===== config.mk =====
export PLATFORM = sky130hd
export DESIGN_NAME = csc_regs
export DESIGN_NICKNAME = d
export VERILOG_FILES = /design/src/include/csc_pkg.sv /design/src/rtl/csc_socket_pins.sv /design/src/rtl/csc_regs.sv
export SDC_FILE = /design/constraint.sdc
export NUM_CORES = 1
export LEC_CHECK = 0
export ABC_AREA = 1
export BUFFER_PORTS_ARGS = -buffer_cell sky130_fd_sc_hd__buf_2
export CORE_MARGIN = 2
export CORE_UTILIZATION = 45
export DETAILED_ROUTE_END_ITERATION = 16
export PLACE_DENSITY_LB_ADDON = 0.08
export SYNTH_ARGS = -nofsm -noshare
export SYNTH_HDL_FRONTEND = slang
export SYNTH_SLANG_ARGS = --single-unit

===== constraint.sdc =====
create_clock -name clk -period 1.3 [get_ports clk]
set_input_delay 0.26 -clock clk [delete_from_list [all_inputs] [get_ports clk]]
set_output_delay 0.26 -clock clk [all_outputs]
set_load 0.05 [all_outputs]

===== src/include/csc_pkg.sv =====
// ============================================================================
// Shared constants and carriers for the card socket register bank.
// ============================================================================
package csc_pkg;

    // ========================================================================
    // Register map.
    // ========================================================================
    localparam int unsigned ADDR_W = 26;            // Host address width.
    localparam int unsigned DATA_W = 32;            // Register data width.
    localparam int unsigned CARD_DATA_W = 16;       // Card data bus width.
    localparam int unsigned SOCKETS = 2;            // Socket 0 and socket 1.

    localparam logic [25:0] OFS_CONTROL = 26'h0001800;  // Control register.
    localparam logic [25:0] OFS_SLEEP   = 26'h0001804;  // Sleep-state register.
    localparam logic [25:0] OFS_STATUS  = 26'h0001808;  // Status register, read only.

    // ========================================================================
    // Field positions and reset values.
    // ========================================================================
    localparam int unsigned CTL_W       = 8;        // Control register width.
    localparam int unsigned SLP_W       = 2;        // Sleep-state register width.
    localparam int unsigned STS_W       = 14;       // Status register width.
    localparam int unsigned CTL_RESET   = 0;        // Bits 1:0, socket reset.
    localparam int unsigned CTL_FLOAT_N = 2;        // Bits 3:2, float, active low.
    localparam int unsigned CTL_WAIT_EN = 4;        // Bits 5:4, wait enable.
    localparam int unsigned CTL_VSEL    = 6;        // Bits 7:6, card voltage select.
    localparam int unsigned STS_READY   = 0;        // Bits 1:0, ready/irq.
    localparam int unsigned STS_CDVALID = 2;        // Bits 3:2, card detect valid.
    localparam int unsigned STS_VSENSE  = 4;        // Bits 7:4, two per socket.
    localparam int unsigned STS_WP      = 8;        // Bits 9:8, write protect.
    localparam int unsigned STS_BVD     = 10;       // Bits 13:10, two per socket.
    localparam logic [7:0]  CTL_RST_VAL = 8'h00;    // Control reset value.
    localparam logic [1:0]  SLP_RST_VAL = 2'h0;     // Sleep-state reset value.

    // ========================================================================
    // Carriers.
    // ========================================================================
    // Active-low card strobes, as driven by the host and toward a card.
    typedef struct packed {
        logic oe_n;
        logic we_n;
        logic ior_n;
        logic iow_n;
        logic ce1_n;
        logic ce2_n;
    } csc_strobe_t;

    // Live inputs from one socket.
    typedef struct packed {
        logic       ready_irq;
        logic [1:0] card_detect_n;
        logic [1:0] volt_sense;
        logic       write_protect;
        logic [1:0] battery_detect;
        logic       wait_n;
    } csc_card_in_t;

    // Output values toward one socket.
    typedef struct packed {
        csc_strobe_t      strobe;
        logic             reset;
        logic [25:0]      addr;
        logic [15:0]      data;
    } csc_card_out_t;

    // Output enables toward one socket, high while the pins are driven.
    typedef struct packed {
        logic strobe_oe;
        logic reset_oe;
        logic addr_oe;
        logic data_oe;
    } csc_card_oe_t;

endpackage : csc_pkg


===== src/rtl/csc_socket_pins.sv =====
// ============================================================================
// Output pin driver for one socket: awake, floated and sleep behaviour.
// ============================================================================
module csc_socket_pins #(
    parameter logic SOCK_IDX = 1'b0                  // Socket number.
) (
    input  wire logic                    clk,
    input  wire logic                    rstn,
    input  wire logic                    reset_bit,
    input  wire logic                    float_n,
    input  wire logic                    sleep_mode,
    input  wire logic                    sleep_bit,
    input  wire logic                    card_present_n,
    input  wire logic                    select,
    input  wire csc_pkg::csc_strobe_t    host_strobe,
    input  wire logic [25:0]             host_addr,
    input  wire logic [15:0]             host_wdata,
    output csc_pkg::csc_card_out_t       card_out,
    output csc_pkg::csc_card_oe_t        card_oe
);

    // ========================================================================
    // State.
    // ========================================================================
    typedef struct packed {
        csc_pkg::csc_card_out_t out;
        csc_pkg::csc_card_oe_t  oe;
    } csc_pin_state_t;

    csc_pin_state_t s_q;                             // Registered pin state.
    csc_pin_state_t s_d;                             // Next pin state.
    logic           routed;                          // Card present and selected.

    // Strobes reach the card only when it is seated and this socket is chosen.
    assign routed = !card_present_n && (select == SOCK_IDX);

    // Next-state logic; sleep is checked first since it overrides all else.
    always_comb begin
        s_d = s_q;
        if (sleep_mode) begin
            // Sleep bit 0 floats everything, 1 parks at fixed levels.
            // A floated socket keeps its strobes released even when parked.
            s_d.oe.strobe_oe = sleep_bit && float_n;
            s_d.oe.reset_oe  = sleep_bit;
            s_d.oe.addr_oe   = sleep_bit;
            s_d.oe.data_oe   = sleep_bit;
            s_d.out.strobe   = '1;
            s_d.out.reset    = 1'b0;
            s_d.out.addr     = '0;
            s_d.out.data     = '0;
        end else begin
            // A float bit at 0 lets go of the control lines.
            s_d.oe.strobe_oe = float_n;
            s_d.oe.reset_oe  = 1'b1;
            s_d.oe.addr_oe   = 1'b1;
            // Data is only driven during a routed host write.
            s_d.oe.data_oe   = routed && !(host_strobe.we_n && host_strobe.iow_n);
            s_d.out.strobe   = routed ? host_strobe : '1;
            s_d.out.reset    = reset_bit;
            s_d.out.addr     = host_addr;
            s_d.out.data     = host_wdata;
        end
    end

    // Pin state register; reset leaves the socket floated and idle.
    always_ff @(posedge clk or negedge rstn) begin
        if (!rstn) begin
            s_q <= '{out: '{strobe: '1, reset: 1'b0, addr: '0, data: '0},
                     oe:  '0};
        end else begin
            s_q <= s_d;
        end
    end

    assign card_out = s_q.out;
    assign card_oe  = s_q.oe;

endmodule : csc_socket_pins


===== src/rtl/csc_regs.sv =====
// What this block does
// Status bits 1:0 show socket ready.
// Status bits 3:2 show card detect validity.
// Valid reads 0 only if both detects low.
// Status bits 7:4 show voltage sense pairs.
// Bits 9:8 write protect, 13:10 battery.
// Control bits 1:0 assert socket reset.
// Control bits 3:2 at 0 float lines.
// Strobes follow host when present, selected.
// Control bits 5:4 enable socket wait.
// Software sets bits 7:6 per card voltage.
// Sleep register bits choose sleep pin behaviour.
// Sleep bit 0 tristates socket outputs.
// Sleep bit 1 parks outputs at levels.
// Registers decode at 1800, 1804, 1808.
// Unused bits read zero; status writes ignored.
module csc_regs (
    input  wire logic                      clk,
    input  wire logic                      rstn,
    // Host register port.
    input  wire logic                      reg_cs,
    input  wire logic                      reg_we,
    input  wire logic [25:0]               reg_addr,
    input  wire logic [31:0]               reg_wdata,
    output logic [31:0]                    reg_rdata,
    output logic                           reg_rvalid,
    // Host card-access side; its inputs all come from outside this clock.
    input  wire csc_pkg::csc_strobe_t      host_strobe,
    input  wire logic [25:0]               host_addr,
    input  wire logic [15:0]               host_wdata,
    input  wire logic                      socket_select,
    input  wire logic                      sleep_mode,
    output logic                           host_wait_n,
    // Socket pins.
    input  wire csc_pkg::csc_card_in_t     card_in [2],
    output csc_pkg::csc_card_out_t         card_out [2],
    output csc_pkg::csc_card_oe_t          card_oe [2],
    output logic [1:0]                     card_voltage_sel
);

    // ========================================================================
    // State.
    // ========================================================================
    // Width of everything that arrives from outside and is synchronised.
    localparam int unsigned EXT_W = 2 * $bits(csc_pkg::csc_card_in_t)
                                  + $bits(csc_pkg::csc_strobe_t) + 26 + 16 + 2;

    typedef struct packed {
        logic [EXT_W-1:0] sync1;                     // First synchroniser stage.
        logic [EXT_W-1:0] sync2;                     // Second synchroniser stage.
        logic [7:0]       control;                   // Socket control register.
        logic [1:0]       sleep_sel;                 // Socket sleep-state register.
        logic [31:0]      rdata;                     // Read answer.
        logic             rvalid;                    // Read answer strobe.
        logic             wait_n;                    // Host wait, active low.
    } csc_regs_state_t;

    csc_regs_state_t       s_q;                      // Registered state.
    csc_regs_state_t       s_d;                      // Next state.
    logic [EXT_W-1:0]      ext_raw;                  // Raw outside levels.
    csc_pkg::csc_card_in_t in_s [2];                 // Synchronised socket inputs.
    csc_pkg::csc_strobe_t  strobe_s;                 // Synchronised host strobes.
    logic [25:0]           addr_s;                   // Synchronised host address.
    logic [15:0]           wdata_s;                  // Synchronised host data.
    logic                  select_s;                 // Synchronised socket select.
    logic                  sleep_s;                  // Synchronised sleep request.
    logic [13:0]           status;                   // Live status word.
    logic [1:0]            card_valid;               // Card detect valid per socket.

    // ========================================================================
    // Input synchronisation.
    // ========================================================================
    // Every pin input goes through two flops. Multi-bit address and data are
    // not coherent across the crossing; the host must hold them steady around
    // a strobe, which is the normal card-cycle discipline anyway.
    assign ext_raw = {card_in[1], card_in[0], host_strobe, host_addr, host_wdata,
                      socket_select, sleep_mode};

    // Only the second stage is unpacked and read by logic.
    assign {in_s[1], in_s[0], strobe_s, addr_s, wdata_s, select_s, sleep_s} = s_q.sync2;

    // ========================================================================
    // Status word.
    // ========================================================================
    // Card detect valid is low only when both detect inputs are low.
    always_comb begin
        for (int i = 0; i < 2; i++) begin
            card_valid[i] = |in_s[i].card_detect_n;
        end
    end

    // Assemble the live status word; nothing here is stored by software.
    always_comb begin
        status = '0;
        status[csc_pkg::STS_READY]       = in_s[0].ready_irq;
        status[csc_pkg::STS_READY+1]     = in_s[1].ready_irq;
        status[csc_pkg::STS_CDVALID]     = card_valid[0];
        status[csc_pkg::STS_CDVALID+1]   = card_valid[1];
        status[csc_pkg::STS_VSENSE+:2]   = in_s[0].volt_sense;
        status[csc_pkg::STS_VSENSE+2+:2] = in_s[1].volt_sense;
        status[csc_pkg::STS_WP]          = in_s[0].write_protect;
        status[csc_pkg::STS_WP+1]        = in_s[1].write_protect;
        status[csc_pkg::STS_BVD+:2]      = in_s[0].battery_detect;
        status[csc_pkg::STS_BVD+2+:2]    = in_s[1].battery_detect;
    end

    // ========================================================================
    // Register access and wait generation.
    // ========================================================================
    // One process computes every next value of the block's state.
    always_comb begin
        s_d        = s_q;
        s_d.sync1  = ext_raw;
        s_d.sync2  = s_q.sync1;
        s_d.rvalid = 1'b0;

        // Register writes; the status location and unmapped offsets are
        // silently dropped so a stray write cannot disturb a socket.
        if (reg_cs && reg_we) begin
            case (reg_addr)
                csc_pkg::OFS_CONTROL: begin
                    s_d.control = reg_wdata[7:0];
                end
                csc_pkg::OFS_SLEEP: begin
                    s_d.sleep_sel = reg_wdata[1:0];
                end
                default: begin
                    s_d.control = s_q.control;
                end
            endcase
        end

        // Register reads answer one cycle later; upper bits read zero.
        if (reg_cs && !reg_we) begin
            s_d.rvalid = 1'b1;
            case (reg_addr)
                csc_pkg::OFS_CONTROL: begin
                    s_d.rdata = {24'h000000, s_q.control};
                end
                csc_pkg::OFS_SLEEP: begin
                    s_d.rdata = {30'h00000000, s_q.sleep_sel};
                end
                csc_pkg::OFS_STATUS: begin
                    s_d.rdata = {18'h00000, status};
                end
                default: begin
                    s_d.rdata = 32'h00000000;
                end
            endcase
        end

        // A socket may stall the host only when its wait enable is set.
        s_d.wait_n = !((s_q.control[csc_pkg::CTL_WAIT_EN]   && !in_s[0].wait_n) ||
                       (s_q.control[csc_pkg::CTL_WAIT_EN+1] && !in_s[1].wait_n));
    end

    // State register; control starts at zero, which floats the strobes of both sockets.
    always_ff @(posedge clk or negedge rstn) begin
        if (!rstn) begin
            s_q <= '{sync1: '0, sync2: '0, control: csc_pkg::CTL_RST_VAL,
                     sleep_sel: csc_pkg::SLP_RST_VAL, rdata: 32'h00000000,
                     rvalid: 1'b0, wait_n: 1'b1};
        end else begin
            s_q <= s_d;
        end
    end

    assign reg_rdata   = s_q.rdata;
    assign reg_rvalid  = s_q.rvalid;
    assign host_wait_n = s_q.wait_n;
    // The voltage select bits only go out to the supply switch; software
    // owns their meaning.
    assign card_voltage_sel = s_q.control[csc_pkg::CTL_VSEL+:2];

    // ========================================================================
    // Socket pin drivers.
    // ========================================================================
    // Both sockets share one driver design, differing only in their index.
    for (genvar g = 0; g < 2; g++) begin : g_sock
        csc_socket_pins #(
            .SOCK_IDX       (1'(g))
        ) u_pins (
            .clk            (clk),
            .rstn           (rstn),
            .reset_bit      (s_q.control[csc_pkg::CTL_RESET+g]),
            .float_n        (s_q.control[csc_pkg::CTL_FLOAT_N+g]),
            .sleep_mode     (sleep_s),
            .sleep_bit      (s_q.sleep_sel[g]),
            .card_present_n (card_valid[g]),
            .select         (select_s),
            .host_strobe    (strobe_s),
            .host_addr      (addr_s),
            .host_wdata     (wdata_s),
            .card_out       (card_out[g]),
            .card_oe        (card_oe[g])
        );
    end

endmodule : csc_regs


; Word-level counts from Yosys, hierarchy flattened
; Cells that the tools add are included.
[op_classes]
reduce_logical = 23
bitwise = 1
add_sub_neg = 0
shift = 0
n_lt_le_gt_ge = 0
multipliers = 0
eq_ne = 3
n_mux = 6
div_mod_pow = 0
[op_table]
columns = cell, count
row1 = two-way mux 53 bit, 2
row2 = == test 26 x 13 -> 1 bit (second input constant), 3
row3 = one-hot mux 14 bit (3 select lines), 1
row4 = two-way mux 6 bit, 2
row5 = logical AND 1 bit, 11
row6 = logical NOT 1 bit, 7
row7 = AND reduction 2 bit, 2
row8 = OR reduction 2 bit, 2
row9 = logical OR 1 bit, 1
row10 = two-way mux 1 bit, 1
row11 = NOT 1 bit, 1
[totals]
latch_bits = 0
regBits = 268
output_inout_bits = 142
memories = 0
mem_bits_ro = 0
mem_bits_rw = 0

; Depth between registers and ports, before layout
[depth]
depth_word = 5
ltp_mapped = 11
ltp_nobuf = 9

; Cells and area by module
; From an unflattened synthesis, not the netlist that was laid out.
[hier_totals]
hier_cells = 673
area_unflattened_um2 = 8555.7
[by_module_without_submodules]
columns = module, n_inst, cells_per_inst, area_each_um2
row1 = csc_regs, 1, 347, 4998.5
row2 = csc_socket_pins at g_sock[0].u_pins, 1, 159, 1781.7
row3 = csc_socket_pins at g_sock[1].u_pins, 1, 167, 1775.5

; Least setup slack after synthesis
; OpenSTA, ideal clock, no wires.
[synth_path]
kind = input port to flip-flop
start = input port reg_addr[5]
end = register s_q[36] (netlist bit)
arrival_ns = 1.214
required_time_ns = 1.174
n_path_buf = 2
setup_slack_ns = -0.040
cell_stages = 9
path_cell_list = nor2_1 nand2_1 nor2_1 and2_1 buf_6 nand2_4 nor2_8 buf_8 o21ai_0
[synth_between]
elab_chain_cells = 2
[synth_lines]
columns = item, line
row1 = "start, declared", csc_regs.sv:23  ; input wire logic [25:0] reg_addr,
row2 = == test 26 x 13 -> 1 bit, csc_regs.sv:120  ; case (reg_addr)
row3 = AND reduction 2 bit (no line), n/a
row4 = "end signal, assigned", csc_regs.sv:160  ; s_q <= '{sync1: '0, sync2: '0, control: csc_pkg::CTL_RST_VAL,
row5 = "end, declared", csc_regs.sv:58  ; csc_regs_state_t s_q;
; No other way between the ends.
; A chain may end at the register's enable or synchronous reset.

; Final worst setup path
[layout_path]
start = register g_sock[1].u_pins.s_q (netlist bit g_sock[1].u_pins.card_out[43])
end = output port card_out[43] (netlist bit)
[layout_rtl]
columns = item, line
row1 = "start, declared", csc_socket_pins.sv:30  ; csc_pin_state_t s_q;
row2 = "start signal, assigned", csc_socket_pins.sv:68  ; s_q <= '{out: '{strobe: '1, reset: 1'b0, addr: '0, data: '0},
row3 = "end, declared", csc_regs.sv:36  ; output csc_pkg::csc_card_out_t card_out [2],
; No word-level cell between the ends.

==> results_dict.tcl <==
set metrics [dict create \
    hold_path.class "input port to flop" \
    cp.arrival_ns 1.19 \
    synth_seq_cells 224 \
    finalWorstSetupSlack_ns -0.145 \
    fin_nets 998 \
    cts.htree.levels 1 \
    die_area_um2 17500 \
    synth.area.top_cells "dfrtp_1 (71%), buf_4 (7.9%), dfstp_2 (4.6%)" \
    vias_per_cell 4.28 \
    port_buffers 229 \
    die_x_um 132 \
    synth_cells 578 \
    violations "negative setup slack" \
    clock_skew_ns 0.00813 \
    grt_max_degree 62 \
    outcome "finished, violations left" \
    clk_latency_ns 0.49 \
    cts-buffers-inserted 23 \
    dp_hpwl_um 9630 \
    yosysTopAreaCell "dfrtp_1" \
    numClockSinks 224 \
    syn_to_final_growth_pct 47.0 \
    fp-row-count 46 \
    critPathLaunchType "flop" \
    crit_buf_inv 1 \
    ant_nets 0 \
    cts_tree "done" \
    power.total_uw 15600 \
    vias 4708 \
    drt-initial-drc-count 180 \
    syn_area_um2 7420 \
    final_layout_size_suffix_gt1_share_pct 37.6 \
    clk_path_buf_depth 3 \
    grt-ovfl-total 0 \
    fin_util_pct 68.1 \
    fmax_mhz 692 \
    cts_root_buf "clkbuf_16" \
    ys_warn_count 0 \
    avgSynthCellArea_um2 12.8 \
    cp_max_fo 1 \
    core_area_um2 16000 \
    start_util_pct 46.3 \
    setup_viol 110 \
    max_stage_delay_ns 0.55 \
    fin_cells 1101 \
    dr.pass1.iters 4 \
    drc 0 \
    diodes 0 \
    grt_util_all_layers_pct 17.9 \
    synth_cell_types 25 \
    path_class "flop to primary output" \
    finalMaxSlewViolations 0 \
    endpoint_kind "primary output" \
    grt_pass1_wl_um 25000 \
    rsz0062_at_grt "true" \
    route.detailed.wl_per_inst_um 14.3 \
    seq_area_frac_synth_pct 75.8 \
    pin_count 272 \
    finalHoldViolations 0 \
    slowest_stage "dfstp_2" \
    required_ns 1.04 \
    clk_pin_slew_worst_paths_ns 0.06 \
    min_period_ns 1.45 \
    grt_pass1_vias 5084 \
    maxCapViolations 0 \
    routed_wl_um 15700 \
    die-height_um 132 \
    finalCritPeriodShare_pct 111 \
    power.leakage_uw 0.00557 \
    numPlacedInstances 970 \
    synth_top_area_share_pct 71.2 \
    crit_path_cell_trace "buf_8" \
    p_per_area_nw_per_um2 1430 \
    path_delay_family "flip-flops" \
    peakVddDrop_v 0.00109 \
    antenna_found_initial 0 \
    place_congestion 0.756 \
]
## final cells by class
type / count / area [um^2]
clock buffer: 26 / 597
tap: 216 / 270
fill: 1166 / 5100
timing repair buffer: 339 / 3040
clock inverter: 16 / 151
sequential: 224 / 5620
multi-input combinational: 212 / 960
inverter: 68 / 263
## stage by stage
step	area (um^2)	TNS (ns)	setup WS (ns)	hold slack [ns]
2_1_floorplan	7500	-0.0580	-0.0178	-0.0356
3_3_place_gp	8470	-1.70	-0.125	0.139
3_5_place_dp	8470	-2.06	-0.145	0.140
4_1_cts	10800	-6.05	-0.167	0.102
5_1_grt	10900	-7.86	-0.188	0.133
6_report	10900	-4.16	-0.145	0.118
## state kept, by name (all words and copies together) (netlist names)
| name | flops |
|---|---|
| in_s | 18 |
| card_voltage_sel | 2 |
| s_q | 32 |
| addr_s | 26 |
| g_sock.u_pins.card_oe | 6 |
| host_wait_n | 1 |
| s_d | 68 |
| g_sock.u_pins.card_out | 56 |
| reg_rvalid | 1 |
| reg_rdata | 14 |
## worst paths after layout
kind                       slack [ns]                     endpoint                          start  cells after the start
min reg2reg                      0.34                   addr_s[19]                        s_d[81]                      0
max reg2reg                      0.08  g_sock[1].u_pins.card_oe[0]                        in_s[7]                      4
min                              0.12                   reg_rvalid                         reg_we                      3
max                             -0.15                 card_out[43]  g_sock[1].u_pins.card_out[43]                      1
min in group asynchronous        0.21                      s_d[76]                           rstn                      2
max in group asynchronous        0.50                      s_q[54]                           rstn                      3
## worst min-delay path: cells and delay by family
kind | cells | cell delay, ns
buf+inv | 2 | 0.24
simple gates | 1 | 0.06
## synthesized netlist by cell type (all sizes together)
cell / n
dfrtp: 211
buf: 83
nor2: 72
inv: 68
nand2: 63
nand3: 22
o21ai: 18
dfstp: 13
nand4: 13
clkbuf: 8
a21oi: 2
or2: 2
and2: 1
conb: 1
o22ai: 1
## report_power, final
| part | leakage (uW) | switching, uW | total [uW] | internal (uW) |
|---|---|---|---|---|
| Sequential | 0.00268 | 143 | 7420 | 7280 |
| Clock | 0.000362 | 2620 | 6360 | 3730 |
| Combinational | 0.00253 | 1110 | 1770 | 658 |
## logic make-up after synthesis
| group | after synthesis | share of synthesized area (%) |
|---|---|---|
| other | 1 | 0.0506 |
| AOI/OAI and AO/OA | 21 | 1.54 |
| DFF | 224 | 75.8 |
| and+or+nand+nor | 173 | 10.3 |
| buffers and inverters | 159 | 12.3 |
## what timing repair did
item	CTS	global route
endpoints found under the setup margin	124	124
hold endpoints to repair	299	0
buffers inserted	5	7
resized for setup	260	1
pin swaps	0	0
hold buffers	77	0
## routing by layer
layer	GRT usage, %	wire, um
met1	20.4	5900
met2	33.9	8700
met3	3.73	910
met4	4.54	181
met5	0	0
## layout by cell type (no fill, tap or decap), types with 3 or more instances in the layout
cell type,n
dfstp_2,13
nand4_1,13
buf_2,104
nor2_1,65
conb_1,18
buf_8,14
nand3_1,22
dlygate4sd3_1,77
nand2_1,58
nor2_2,4
dfrtp_1,211
clkinvlp_4,4
buf_4,30
nand2_2,4
buf_12,3
clkbuf_16,23
inv_1,67
clkinv_2,7
o21ai_0,14
buf_6,111
Power figures use the tool's default switching activity.
